==> config.mk <==
export PLATFORM = sky130hd
export DESIGN_NAME = gdp_fault_protect
export DESIGN_NICKNAME = d
export VERILOG_FILES = /design/src/design/gdp_pkg.sv /design/src/design/gdp_fault_protect.sv
export SDC_FILE = /design/constraint.sdc
export NUM_CORES = 1
export LEC_CHECK = 0
export BUFFER_PORTS_ARGS = -buffer_cell sky130_fd_sc_hd__clkbuf_2
export CAP_MARGIN = 0
export CORE_UTILIZATION = 50
export CTS_BUF_LIST = sky130_fd_sc_hd__clkbuf_8
export DETAILED_ROUTE_END_ITERATION = 10
export PLACE_DENSITY = 0.75
export SLEW_MARGIN = 20
export SYNTH_ARGS = -nofsm -noshare
export SYNTH_HDL_FRONTEND = slang
export SYNTH_SLANG_ARGS = --single-unit
==> constraint.sdc <==
create_clock -name clk -period 6.9 [get_ports clk]
set_input_delay 1.38 -clock clk [delete_from_list [all_inputs] [get_ports clk]]
set_output_delay 1.38 -clock clk [all_outputs]
set_load 0.005 [all_outputs]
==> src/design/gdp_pkg.sv <==
// Constants, register map and field layout of the gate driver fault protection block.
// Assumes a 200 MHz system clock and an APB master with 32-bit data.
// How it works
// - Vce over threshold after blanking trips safely
// - No Vce supervision while PWM is off
// - Vce threshold chosen by select field
// - Vce pulled down through plateau plus blanking
// - Open Vce input faults at next turn-on
// - Clamp Vce input whenever PWM off, if enabled
// - Overcurrent ignored during its blanking time
// - Overcurrent level one trips safely, flags, notifies
// - Overcurrent level two sets a sticky bit
// - Overcurrent comparator status blanked while blanking
// - No overcurrent supervision while PWM is off
// - Open overcurrent input produces a fault event
// - Enable going invalid trips regularly, flags, notifies
// - Enable validity readable as status
// - Drive line mismatch tristates output, sets status
// - Drive line mismatch tristate rising sets trip, error, notification
// - Stage monitor inhibited after each commutation
// - Trip cleared by command or disable falling
// - Modes five and six skip on-drive check
// - No stage monitoring while already tristated
// - Tristate clear releases output, re-blanks monitor
// - Vce forced low for blanking at turn-on
package gdp_pkg;
  // Clock and timing
  localparam int CLK_PERIOD_NS = 5;
  localparam int OSM_INHIBIT_NS = 1000;
  localparam int OSM_INHIBIT_CYC = (OSM_INHIBIT_NS + CLK_PERIOD_NS - 1) / CLK_PERIOD_NS;
  localparam int BLANK_W = 10;
  localparam int NUM_VCE_THR = 4;
  // Register byte offsets
  localparam logic [7:0] ADDR_CFG = 8'h00;
  localparam logic [7:0] ADDR_CMD = 8'h04;
  localparam logic [7:0] ADDR_BLANK = 8'h08;
  localparam logic [7:0] ADDR_ERR = 8'h0c;
  localparam logic [7:0] ADDR_STAT = 8'h10;
  // Field positions
  localparam int CFG_THR_LSB = 0;
  localparam int CFG_CLAMP_BIT = 2;
  localparam int CFG_OSMD_BIT = 3;
  localparam int CMD_CLRS_BIT = 0;
  localparam int CMD_HZCLR_BIT = 1;
  localparam int BLANK_VCE_LSB = 0;
  localparam int BLANK_OC_LSB = 16;
  localparam int ERR_VCE_BIT = 0;
  localparam int ERR_OC_BIT = 1;
  localparam int ERR_EN_BIT = 2;
  localparam int ERR_STAGE_BIT = 3;
  // Reset values
  localparam logic [3:0] CFG_RST = 4'h0;
  localparam logic [BLANK_W-1:0] VCE_BLANK_RST = 10'h064;
  localparam logic [BLANK_W-1:0] OC_BLANK_RST = 10'h032;
  // Operating modes that skip the on-drive check
  localparam logic [2:0] OPM_FIVE = 3'h5;
  localparam logic [2:0] OPM_SIX = 3'h6;
endpackage

==> src/design/gdp_fault_protect.sv <==
// Category A fault protection: Vce saturation, overcurrent, external enable, stage monitor.
// Assumes analog comparators and drive-line sensors on pins, and an operating-mode
// state machine on clk that supplies PWM command and sequence pulses.
//
// The implementer's own choices: register access over APB and the placing of the registers.
`timescale 1ns/10ps
`default_nettype none
module gdp_fault_protect #(
  parameter int OSM_CYC = gdp_pkg::OSM_INHIBIT_CYC
) (
  // Clock and reset
  input wire logic clk,
  input wire logic rstn,
  // APB slave
  input wire logic psel,
  input wire logic penable,
  input wire logic pwrite,
  input wire logic [7:0] paddr,
  input wire logic [31:0] pwdata,
  output logic [31:0] prdata,
  output logic pready,
  output logic pslverr,
  // Analog comparators and pins (asynchronous)
  input wire logic [gdp_pkg::NUM_VCE_THR-1:0] vceCmpIn,
  input wire logic ocCmpLowIn,
  input wire logic ocCmpHighIn,
  input wire logic extEnableValidIn,
  input wire logic boosterOnDriveIn,
  input wire logic boosterOffDriveIn,
  input wire logic outputDisableIn,
  // Operating-mode state machine (same clock)
  input wire logic pwmOn,
  input wire logic turnOnStart,
  input wire logic plateauActive,
  input wire logic hardOffStart,
  input wire logic [2:0] opMode,
  // Actions
  output logic vcePullDown,
  output logic vceClampOut,
  output logic outputTristate,
  output logic emergencyOffReq,
  output logic emergencySafe,
  output logic faultNotifyAN
);
  import gdp_pkg::*;

  // ----------------------------------------------------------------
  // Reset and input synchronisers
  // ----------------------------------------------------------------
  logic [1:0] rstSync_q;
  logic rstSyncN;
  localparam int NSYNC = NUM_VCE_THR + 6;
  logic [NSYNC-1:0] pinRaw;
  logic [NSYNC-1:0] pinMeta_q;
  logic [NSYNC-1:0] pinSync_q;

  // Reset release through two stages so every flop leaves reset on the same edge
  always_ff @(posedge clk or negedge rstn)
  begin
    if (!rstn)
      rstSync_q <= 2'b00;
    else
      rstSync_q <= {rstSync_q[0], 1'b1};
  end
  assign rstSyncN = rstSync_q[1];

  assign pinRaw = {outputDisableIn, boosterOffDriveIn, boosterOnDriveIn, extEnableValidIn,
                   ocCmpHighIn, ocCmpLowIn, vceCmpIn};

  // Only the second stage is read by logic
  always_ff @(posedge clk or negedge rstSyncN)
  begin
    if (!rstSyncN)
    begin
      pinMeta_q <= '0;
      pinSync_q <= '0;
    end
    else
    begin
      pinMeta_q <= pinRaw;
      pinSync_q <= pinMeta_q;
    end
  end

  logic [NUM_VCE_THR-1:0] vceCmp;
  logic ocLow, ocHigh, enValid, onDrive, offDrive, osdLevel;
  assign vceCmp = pinSync_q[NUM_VCE_THR-1:0];
  assign ocLow = pinSync_q[NUM_VCE_THR];
  assign ocHigh = pinSync_q[NUM_VCE_THR+1];
  assign enValid = pinSync_q[NUM_VCE_THR+2];
  assign onDrive = pinSync_q[NUM_VCE_THR+3];
  assign offDrive = pinSync_q[NUM_VCE_THR+4];
  assign osdLevel = pinSync_q[NUM_VCE_THR+5];

  // ----------------------------------------------------------------
  // Registers and APB decode
  // ----------------------------------------------------------------
  logic [3:0] cfg_q, err_q, err_d, errW1c;
  logic [BLANK_W-1:0] vceBlank_q, ocBlank_q;
  logic [31:0] rdData;
  logic [1:0] thrSel;
  logic ocSticky_q, hz_q, trip_q, wrStb, mapped, clrSticky, hzClear, clampEn, osmDisable;
  logic selCfg, selCmd, selBlank, selErr, selStat;

  assign selCfg = (paddr == ADDR_CFG);
  assign selCmd = (paddr == ADDR_CMD);
  assign selBlank = (paddr == ADDR_BLANK);
  assign selErr = (paddr == ADDR_ERR);
  assign selStat = (paddr == ADDR_STAT);
  assign mapped = selCfg | selCmd | selBlank | selErr | selStat;
  assign wrStb = psel & penable & pwrite & mapped;
  // Zero wait states; unmapped addresses answer with an error and no effect
  assign pready = 1'b1;
  assign pslverr = psel & penable & ~mapped;
  assign clrSticky = wrStb & selCmd & pwdata[CMD_CLRS_BIT];
  assign hzClear = wrStb & selCmd & pwdata[CMD_HZCLR_BIT];
  assign errW1c = (wrStb & selErr) ? pwdata[3:0] : 4'h0;
  assign thrSel = cfg_q[CFG_THR_LSB+1:CFG_THR_LSB];
  assign clampEn = cfg_q[CFG_CLAMP_BIT];
  assign osmDisable = cfg_q[CFG_OSMD_BIT];

  // Configuration writes
  always_ff @(posedge clk or negedge rstSyncN)
  begin
    if (!rstSyncN)
    begin
      cfg_q <= CFG_RST;
      vceBlank_q <= VCE_BLANK_RST;
      ocBlank_q <= OC_BLANK_RST;
    end
    else if (wrStb)
    begin
      if (selCfg)
        cfg_q <= pwdata[3:0];
      if (selBlank)
      begin
        vceBlank_q <= pwdata[BLANK_VCE_LSB+BLANK_W-1:BLANK_VCE_LSB];
        ocBlank_q <= pwdata[BLANK_OC_LSB+BLANK_W-1:BLANK_OC_LSB];
      end
    end
  end

  // ----------------------------------------------------------------
  // Vce saturation supervision
  // ----------------------------------------------------------------
  logic [BLANK_W-1:0] vceCnt_q;
  logic vceHit;
  logic vceHitPrev_q;
  logic vceEvt;

  // Reloaded at turn-on and at the hard switching after the plateau
  always_ff @(posedge clk or negedge rstSyncN)
  begin
    if (!rstSyncN)
      vceCnt_q <= '0;
    else if (turnOnStart | hardOffStart)
      vceCnt_q <= vceBlank_q;
    else if (vceCnt_q != '0)
      vceCnt_q <= vceCnt_q - 1'b1;
  end

  assign vcePullDown = (vceCnt_q != '0) | plateauActive | vceClampOut;
  assign vceClampOut = clampEn & ~pwmOn;
  // An open pin floats high, so the first compare after blanking trips
  assign vceHit = pwmOn & (vceCnt_q == '0) & ~turnOnStart & vceCmp[thrSel];
  assign vceEvt = vceHit & ~vceHitPrev_q;

  // ----------------------------------------------------------------
  // Overcurrent supervision
  // ----------------------------------------------------------------
  logic [BLANK_W-1:0] ocCnt_q;
  logic ocArmed;
  logic ocLowEval;
  logic ocHighEval;
  logic ocHitPrev_q;
  logic ocEvt;

  always_ff @(posedge clk or negedge rstSyncN)
  begin
    if (!rstSyncN)
      ocCnt_q <= '0;
    else if (turnOnStart)
      ocCnt_q <= ocBlank_q;
    else if (ocCnt_q != '0)
      ocCnt_q <= ocCnt_q - 1'b1;
  end

  // Status bits and fault share the blanked, PWM-gated view of the comparators
  assign ocArmed = pwmOn & (ocCnt_q == '0) & ~turnOnStart;
  assign ocLowEval = ocArmed & ocLow;
  assign ocHighEval = ocArmed & ocHigh;
  assign ocEvt = ocLowEval & ~ocHitPrev_q;

  // ----------------------------------------------------------------
  // External enable
  // ----------------------------------------------------------------
  logic enPrev_q;
  logic enEvt;
  assign enEvt = enPrev_q & ~enValid;

  // ----------------------------------------------------------------
  // Output stage monitoring
  // ----------------------------------------------------------------
  localparam int OSM_W = $clog2(OSM_CYC + 1);
  logic [OSM_W-1:0] osmCnt_q;
  logic osdPrev_q, osdFall, tristateNow, osmActive, onCheck;
  logic mismatch, hzSet, hzRise, hzRelease;

  assign tristateNow = hz_q | osdLevel;
  assign osmActive = ~osmDisable & ~tristateNow & (osmCnt_q == '0);
  assign onCheck = (opMode != OPM_FIVE) & (opMode != OPM_SIX);
  // Expected: on-drive follows the command, off-drive is its complement
  assign mismatch = (onCheck & (onDrive != pwmOn)) | (offDrive == pwmOn);
  assign hzSet = osmActive & mismatch & ~turnOnStart & ~hardOffStart;
  assign hzRise = hzSet & ~hz_q;
  assign hzRelease = hzClear & hz_q & ~hzSet;
  assign osdFall = osdPrev_q & ~osdLevel;
  assign outputTristate = tristateNow;

  // Inhibit counted from reset, each commutation and each tristate clear command that releases a set tristate; the synchronisers
  // come out of reset low, which would otherwise look like an off-drive mismatch
  always_ff @(posedge clk or negedge rstSyncN)
  begin
    if (!rstSyncN)
      osmCnt_q <= OSM_W'(OSM_CYC);
    else if (turnOnStart | hardOffStart | hzRelease)
      osmCnt_q <= OSM_W'(OSM_CYC);
    else if (osmCnt_q != '0)
      osmCnt_q <= osmCnt_q - 1'b1;
  end

  // ----------------------------------------------------------------
  // Flags, sticky bits and edge history
  // ----------------------------------------------------------------
  // Set wins over a software clear landing in the same cycle
  assign err_d = (err_q & ~errW1c) |
                 {hzRise, enEvt, ocEvt, vceEvt};

  always_ff @(posedge clk or negedge rstSyncN)
  begin
    if (!rstSyncN)
    begin
      err_q <= 4'h0;
      ocSticky_q <= 1'b0;
      hz_q <= 1'b0;
      trip_q <= 1'b0;
      vceHitPrev_q <= 1'b0;
      ocHitPrev_q <= 1'b0;
      enPrev_q <= 1'b0;
      osdPrev_q <= 1'b0;
    end
    else
    begin
      err_q <= err_d;
      ocSticky_q <= ocHighEval | (ocSticky_q & ~clrSticky);
      hz_q <= hzSet | (hz_q & ~hzClear);
      trip_q <= hzRise | (trip_q & ~(clrSticky | osdFall));
      vceHitPrev_q <= vceHit;
      ocHitPrev_q <= ocLowEval;
      enPrev_q <= enValid;
      osdPrev_q <= osdLevel;
    end
  end

  // One request per fault onset; the tag marks the safe sequence
  assign emergencyOffReq = vceEvt | ocEvt | enEvt | hzRise;
  assign emergencySafe = vceEvt | ocEvt;
  // Notification stays low until every error flag has been cleared
  assign faultNotifyAN = ~(|err_q);

  // ----------------------------------------------------------------
  // Read path
  // ----------------------------------------------------------------
  assign rdData = selCfg ? {28'h0, cfg_q} :
                  selBlank ? {6'h0, ocBlank_q, 6'h0, vceBlank_q} :
                  selErr ? {28'h0, err_q} :
                  selStat ? {26'h0, trip_q, hz_q, enValid, ocSticky_q, ocHighEval, ocLowEval} :
                  32'h0;

  // Captured in the setup cycle so data is stable through the access phase
  always_ff @(posedge clk or negedge rstSyncN)
  begin
    if (!rstSyncN)
      prdata <= 32'h0;
    else if (psel & ~penable & ~pwrite)
      prdata <= rdData;
  end
endmodule
`default_nettype wire

After elaboration in Yosys (flattened, before gate mapping). Index checks and enable logic that the tools add are counted.

Output and inout port bits: 40. Memory bits (read-only): 0. Register bits after elaboration: 117. Memories kept: 0. RAM bits: 0. Word-level logic and storage cells: 129. Latch bits: 0.

Shift-type cells: 0. Reductions and logical operators: 13. Muxes and demuxes: 13. $mul: 0. Equality and inequality tests: 8. Div/mod/pow operators: 0. Add/subtract/negate cells: 3. $lt $le $gt $ge: 1. Bitwise logic cells: 73.

Operator list (number): 26-bit 2-to-1 mux (2); 10-bit 2-to-1 mux (4); 1-bit bitwise AND (35); 10-bit logical NOT (2); 10-bit nonzero test (2); 10-bit by 1-bit subtractor with 10-bit output (second input constant) (2); 1-bit inverter (18); 1-bit bitwise OR (17); 8-bit by 4-bit equality test with 1-bit output (second input constant) (2); 8-bit logical NOT (2); 8-bit 2-to-1 mux (2); 6-bit 2-to-1 mux (2); 8-bit by 3-bit equality test with 1-bit output (second input constant) (1); 8-bit by 5-bit equality test with 1-bit output (second input constant) (1); 8-bit nonzero test (1); 8-bit by 1-bit subtractor with 8-bit output (second input constant) (1); 3-bit inequality test (second input constant) (2); 2-bit nonzero test (3); 4-bit bitwise AND (1); 4-bit 2-to-1 mux (1); 4-bit inverter (1); 4-bit bitwise OR (1); 2-bit AND reduction (2); 4-bit OR reduction (1); other kinds (5) (5).

Depth between registers and ports, before layout.
Word-level depth: 12. Depth in mapped cells: 8. Gate-level depth less buffers: 7.

Worst setup path after synthesis. No wires, ideal clock.

Path kind: input -> output. Start: in paddr[1]. End: out pslverr. Data arrival time: 2.440 ns. Setup slack: 3.080 ns. Stages: 4. Cell sequence: or4_1 > buf_2 > nor4b_4 > nor3_1.

Cells in the longest elaborated chain, start to end: 7. Elaborated cells on any way between the ends: 11. Classes of those cells: 4 x eq/ne; 6 x bitwise; 1 x reduce/logical.

Ends and longest elaborated chain: from (decl) (line gdp_fault_protect.sv:18) `input wire logic [7:0] paddr,`; 8-bit by 3-bit equality test with 1-bit output or 8-bit logical NOT (tied branches) (line gdp_fault_protect.sv:106, gdp_fault_protect.sv:105); 1-bit bitwise OR (3 in series) (line gdp_fault_protect.sv:110) `assign mapped = selCfg | selCmd | selBlank | selErr | selStat;`; 1-bit bitwise OR (*) (line gdp_fault_protect.sv:110); 1-bit inverter (*) (line gdp_fault_protect.sv:114) `assign pslverr = psel & penable & ~mapped;`; 1-bit bitwise AND (*) (line gdp_fault_protect.sv:114); to (decl) (line gdp_fault_protect.sv:22) `output logic pslverr,`.

Mark *: on every way between the ends. The rest lies on a longest branch, timed or not.

Worst setup path in the final report.
Start: in turnOnStart. End: out emergencyOffReq.

Cells in the longest elaborated chain, start to end: 7. Elaborated cells on any way between the ends: 13. Classes of those cells: 13 x bitwise.

Ends and longest elaborated chain: from (decl) (line gdp_fault_protect.sv:33) `input wire logic turnOnStart,`; 1-bit inverter (*) (line gdp_fault_protect.sv:165, gdp_fault_protect.sv:189, gdp_fault_protect.sv:214); 1-bit bitwise AND (on tied branches) (line gdp_fault_protect.sv:165, gdp_fault_protect.sv:189); 1-bit bitwise AND (on tied branches) (line gdp_fault_protect.sv:165, gdp_fault_protect.sv:190); 1-bit bitwise AND (on tied branches) (line gdp_fault_protect.sv:166, gdp_fault_protect.sv:192); 1-bit bitwise OR (2 in series) (line gdp_fault_protect.sv:266) `assign emergencyOffReq = vceEvt | ocEvt | enEvt | hzRise;`; 1-bit bitwise OR (*) (line gdp_fault_protect.sv:266); to (decl) (line gdp_fault_protect.sv:41) `output logic emergencyOffReq,`.

Marked as above.

==> flow_metrics.env <==
export IMPL_seqPwrFrac=0.555
export IMPL_p_sw_frac=0.285
export IMPL_vias=3345
export IMPL_yosys_area_top_type="dfrtp_1"
export IMPL_rrSetupSlack_ps=4310
export IMPL_cts_repair_resized=0
export IMPL_num_nets_final=548
export IMPL_io_pins=102
export IMPL_max_slew_margin=0.381
export IMPL_rows=35
export IMPL_rsz0062_at_grt="false"
export IMPL_wl_um=9490
export IMPL_overflow=0
export IMPL_grt_busiest_layer="met2"
export IMPL_final_antenna_net_count=0
export IMPL_grt_first_pass_wirelength_um=15700
export IMPL_port_buffer_count=76
export IMPL_p_comb_frac=0.170
export IMPL_synth_top_area_frac=0.511
export IMPL_cp_start_kind="primary input"
export IMPL_firstDrtPassIters=5
export IMPL_ir_drop_mv=0.149
export IMPL_synth_most_common_cell="dfrtp_1"
export IMPL_cp_max_fo=12
export IMPL_grt_usage=0.206
export IMPL_die_area_mm2=0.00980
export IMPL_wire_per_inst_um=15.9
export IMPL_synth_warnings=0
export IMPL_maxCapViolations=0
export IMPL_path_clk_slew_ps=100
export IMPL_antenna_found_initial=0
export IMPL_pwr_share_clk=0.275
export IMPL_ys_seq_elements=105
export IMPL_cts_tree="built"
export IMPL_yosysUniqueCellTypes=57
export IMPL_syn_to_final_growth_pct=12.9
export IMPL_cts_max_level=3
export IMPL_cts_setup_buffers=0
export IMPL_die_h_um=99
export IMPL_antenna_cells=0
export IMPL_grt_pass1_vias=3366
export IMPL_power_uw=1270
export IMPL_grt_max_degree=73
export IMPL_gp_congestion=0.836
export IMPL_hpwl_um=6770
export IMPL_p_int_uw=911
export IMPL_fin_crit_ps=4800
export IMPL_fin_setup_tns_ps=0
export IMPL_drtIter0Drc=144
export IMPL_leakage_uw=0.00254
export IMPL_timing_rr_end="trip_q$_DFF_PN0_"
export IMPL_netlist_instances=407
export IMPL_use_met1=0.262
export IMPL_drc=0
export IMPL_use_met2=0.353
export IMPL_worstSkewPairLatency_ps=360
export IMPL_final_util=0.578
export IMPL_worst_slew_pin_slew_ps=926
export IMPL_skew_ps=14.5
export IMPL_critical_path_class="in -> out"
export IMPL_fin_crit_sh=0.695
export IMPL_worstReg2RegStart="osmCnt_q[0]$_DFFE_PN0P_"
export IMPL_fmaxAchievable_mhz=209
export IMPL_setup_violations_final=0
export IMPL_synth_edf_count=0
export IMPL_slew_viol_final=0
export IMPL_use_met3=0.0326
export IMPL_yosysSeqAreaShare=0.561
export IMPL_p_per_area_mw_per_mm2=240
export IMPL_worst_ep_arrival_time_ps=3420
export IMPL_synth_area_leaders="dfrtp_1 51%, mux2_2 6.2%, dfstp_2 5.0%"
export IMPL_synth_commonest_cells="96 x dfrtp_1, 33 x nor2_1, 26 x mux2_2, 24 x nand2_1, 16 x o21ai_0"
export IMPL_start_util=0.512
export IMPL_ys_flop_type="dfrtp_1"
export IMPL_viasPerCell=5.61
export IMPL_die_x_um=99
export IMPL_r2r_cells=7
export IMPL_async_reset_ff_frac=1.00
export IMPL_avgSynthCellArea_um2=11.6
export IMPL_hold_class="reg -> async"
export IMPL_ctsHoldBuffers=0
export IMPL_syn_area_mm2=0.00470
export IMPL_hold_violations=0
export IMPL_outcome="completed"
export IMPL_clockBufferDepth=2
export IMPL_cp_required_ps=5520
export IMPL_cts_sinks=105
export IMPL_cts_inserted_buffers=9
export IMPL_drive_above_1_share=0.305
export IMPL_crit_path_end_kind="primary output"
export IMPL_clockRootBuffer="clkbuf_8"
export IMPL_core_area_mm2=0.00920
export IMPL_p_sw_uw=362
cells in the final DEF, fill, tap and decap left out, types with 3 or more instances in the layout:
master / count
dfrtp_1: 95
nand3_1: 15
a22o_1: 14
dfstp_2: 9
mux2_2: 26
a31oi_1: 4
xor2_1: 5
nor4_1: 6
a21o_1: 5
xnor2_1: 7
mux2i_1: 4
a221oi_1: 4
or3_1: 5
nor2b_1: 5
o31ai_1: 3
inv_1: 10
nand2_1: 24
ha_1: 6
nand2b_1: 9
conb_1: 14
clkbuf_8: 11
nor3_1: 8
clkbuf_2: 76
or4_1: 6
clkinvlp_4: 3
o21ai_0: 16
a21oi_1: 14
nand4_1: 5
nor2_1: 33
or2_2: 4
metal layers:
| layer | routed length [µm] | vias to the layer above |
|---|---|---|
| li1 | - | 1580 |
| met1 | 4150 | 1637 |
| met2 | 4660 | 110 |
| met3 | 476 | 18 |
| met4 | 212 | 0 |
| met5 | 0 | - |
worst max path at each step:
stage | from | slack [ps] | to
2_1_floorplan | paddr[1] | 3080 | pslverr
3_3_place_gp | turnOnStart | 2200 | emergencyOffReq
3_5_place_dp | turnOnStart | 2150 | emergencyOffReq
4_1_cts | turnOnStart | 2150 | emergencyOffReq
5_1_grt | turnOnStart | 1970 | emergencyOffReq
6_report | turnOnStart | 2100 | emergencyOffReq
cells by family after synthesis:
family | after synthesis | share of synthesized area
compound gates | 73 | 0.107
xor+xnor | 12 | 0.0223
fa+ha+maj | 6 | 0.0160
buf+inv | 38 | 0.0441
flops | 105 | 0.561
mux | 31 | 0.0755
other cells | 2 | 0.00160
simple gates | 140 | 0.172
through the flow:
stage | std cells | instance area, µm² | setup WS, ps | hold WS, ps
3_3_place_gp | 578 | 5110 | 2200 | 260
4_1_cts | 594 | 5290 | 2150 | 274
3_5_place_dp | 578 | 5110 | 2150 | 268
2_1_floorplan | 419 | 4750 | 3080 | 331
5_1_grt | 596 | 5310 | 1970 | 300
6_report | 596 | 5310 | 2100 | 256
power by group through the flow:
| stage | Combinational, µW | Sequential (µW) | Clock [µW] |
|---|---|---|---|
| finish | 216 | 707 | 350 |
| global route | 246 | 714 | 380 |
| CTS | 217 | 707 | 359 |
| detailed placement | 216 | 718 | 0 |
| global placement | 210 | 716 | 0 |
| floorplan | 163 | 714 | 0 |
worst max-delay path: stages:
cell,delay (ps)
clkbuf_2,190
nor2_1,720
nand3_1,210
a311oi_1,590
or4_1,210
clkbuf_2,110
final cells by class:
| class | instances | area [µm²] |
|---|---|---|
| Timing Repair Buffer | 79 | 410 |
| Fill cell | 763 | 3880 |
| Clock inverter | 5 | 31.3 |
| Sequential cell | 105 | 2640 |
| Multi-Input combinational cell | 276 | 1900 |
| Clock buffer | 11 | 151 |
| Tap cell | 111 | 139 |
| Inverter | 9 | 33.8 |
flip-flops by register name, indices dropped and copies added (netlist names), 2 cells and up:
register,cells
ocCnt_q,10
rstSync_q,2
ocBlank_q,10
osmCnt_q,8
vceCnt_q,10
prdata,20
vceBlank_q,10
pinSync_q,10
err_q,4
cfg_q,4
pinMeta_q,10
No activity file was read; power rests on OpenSTA's default activity.
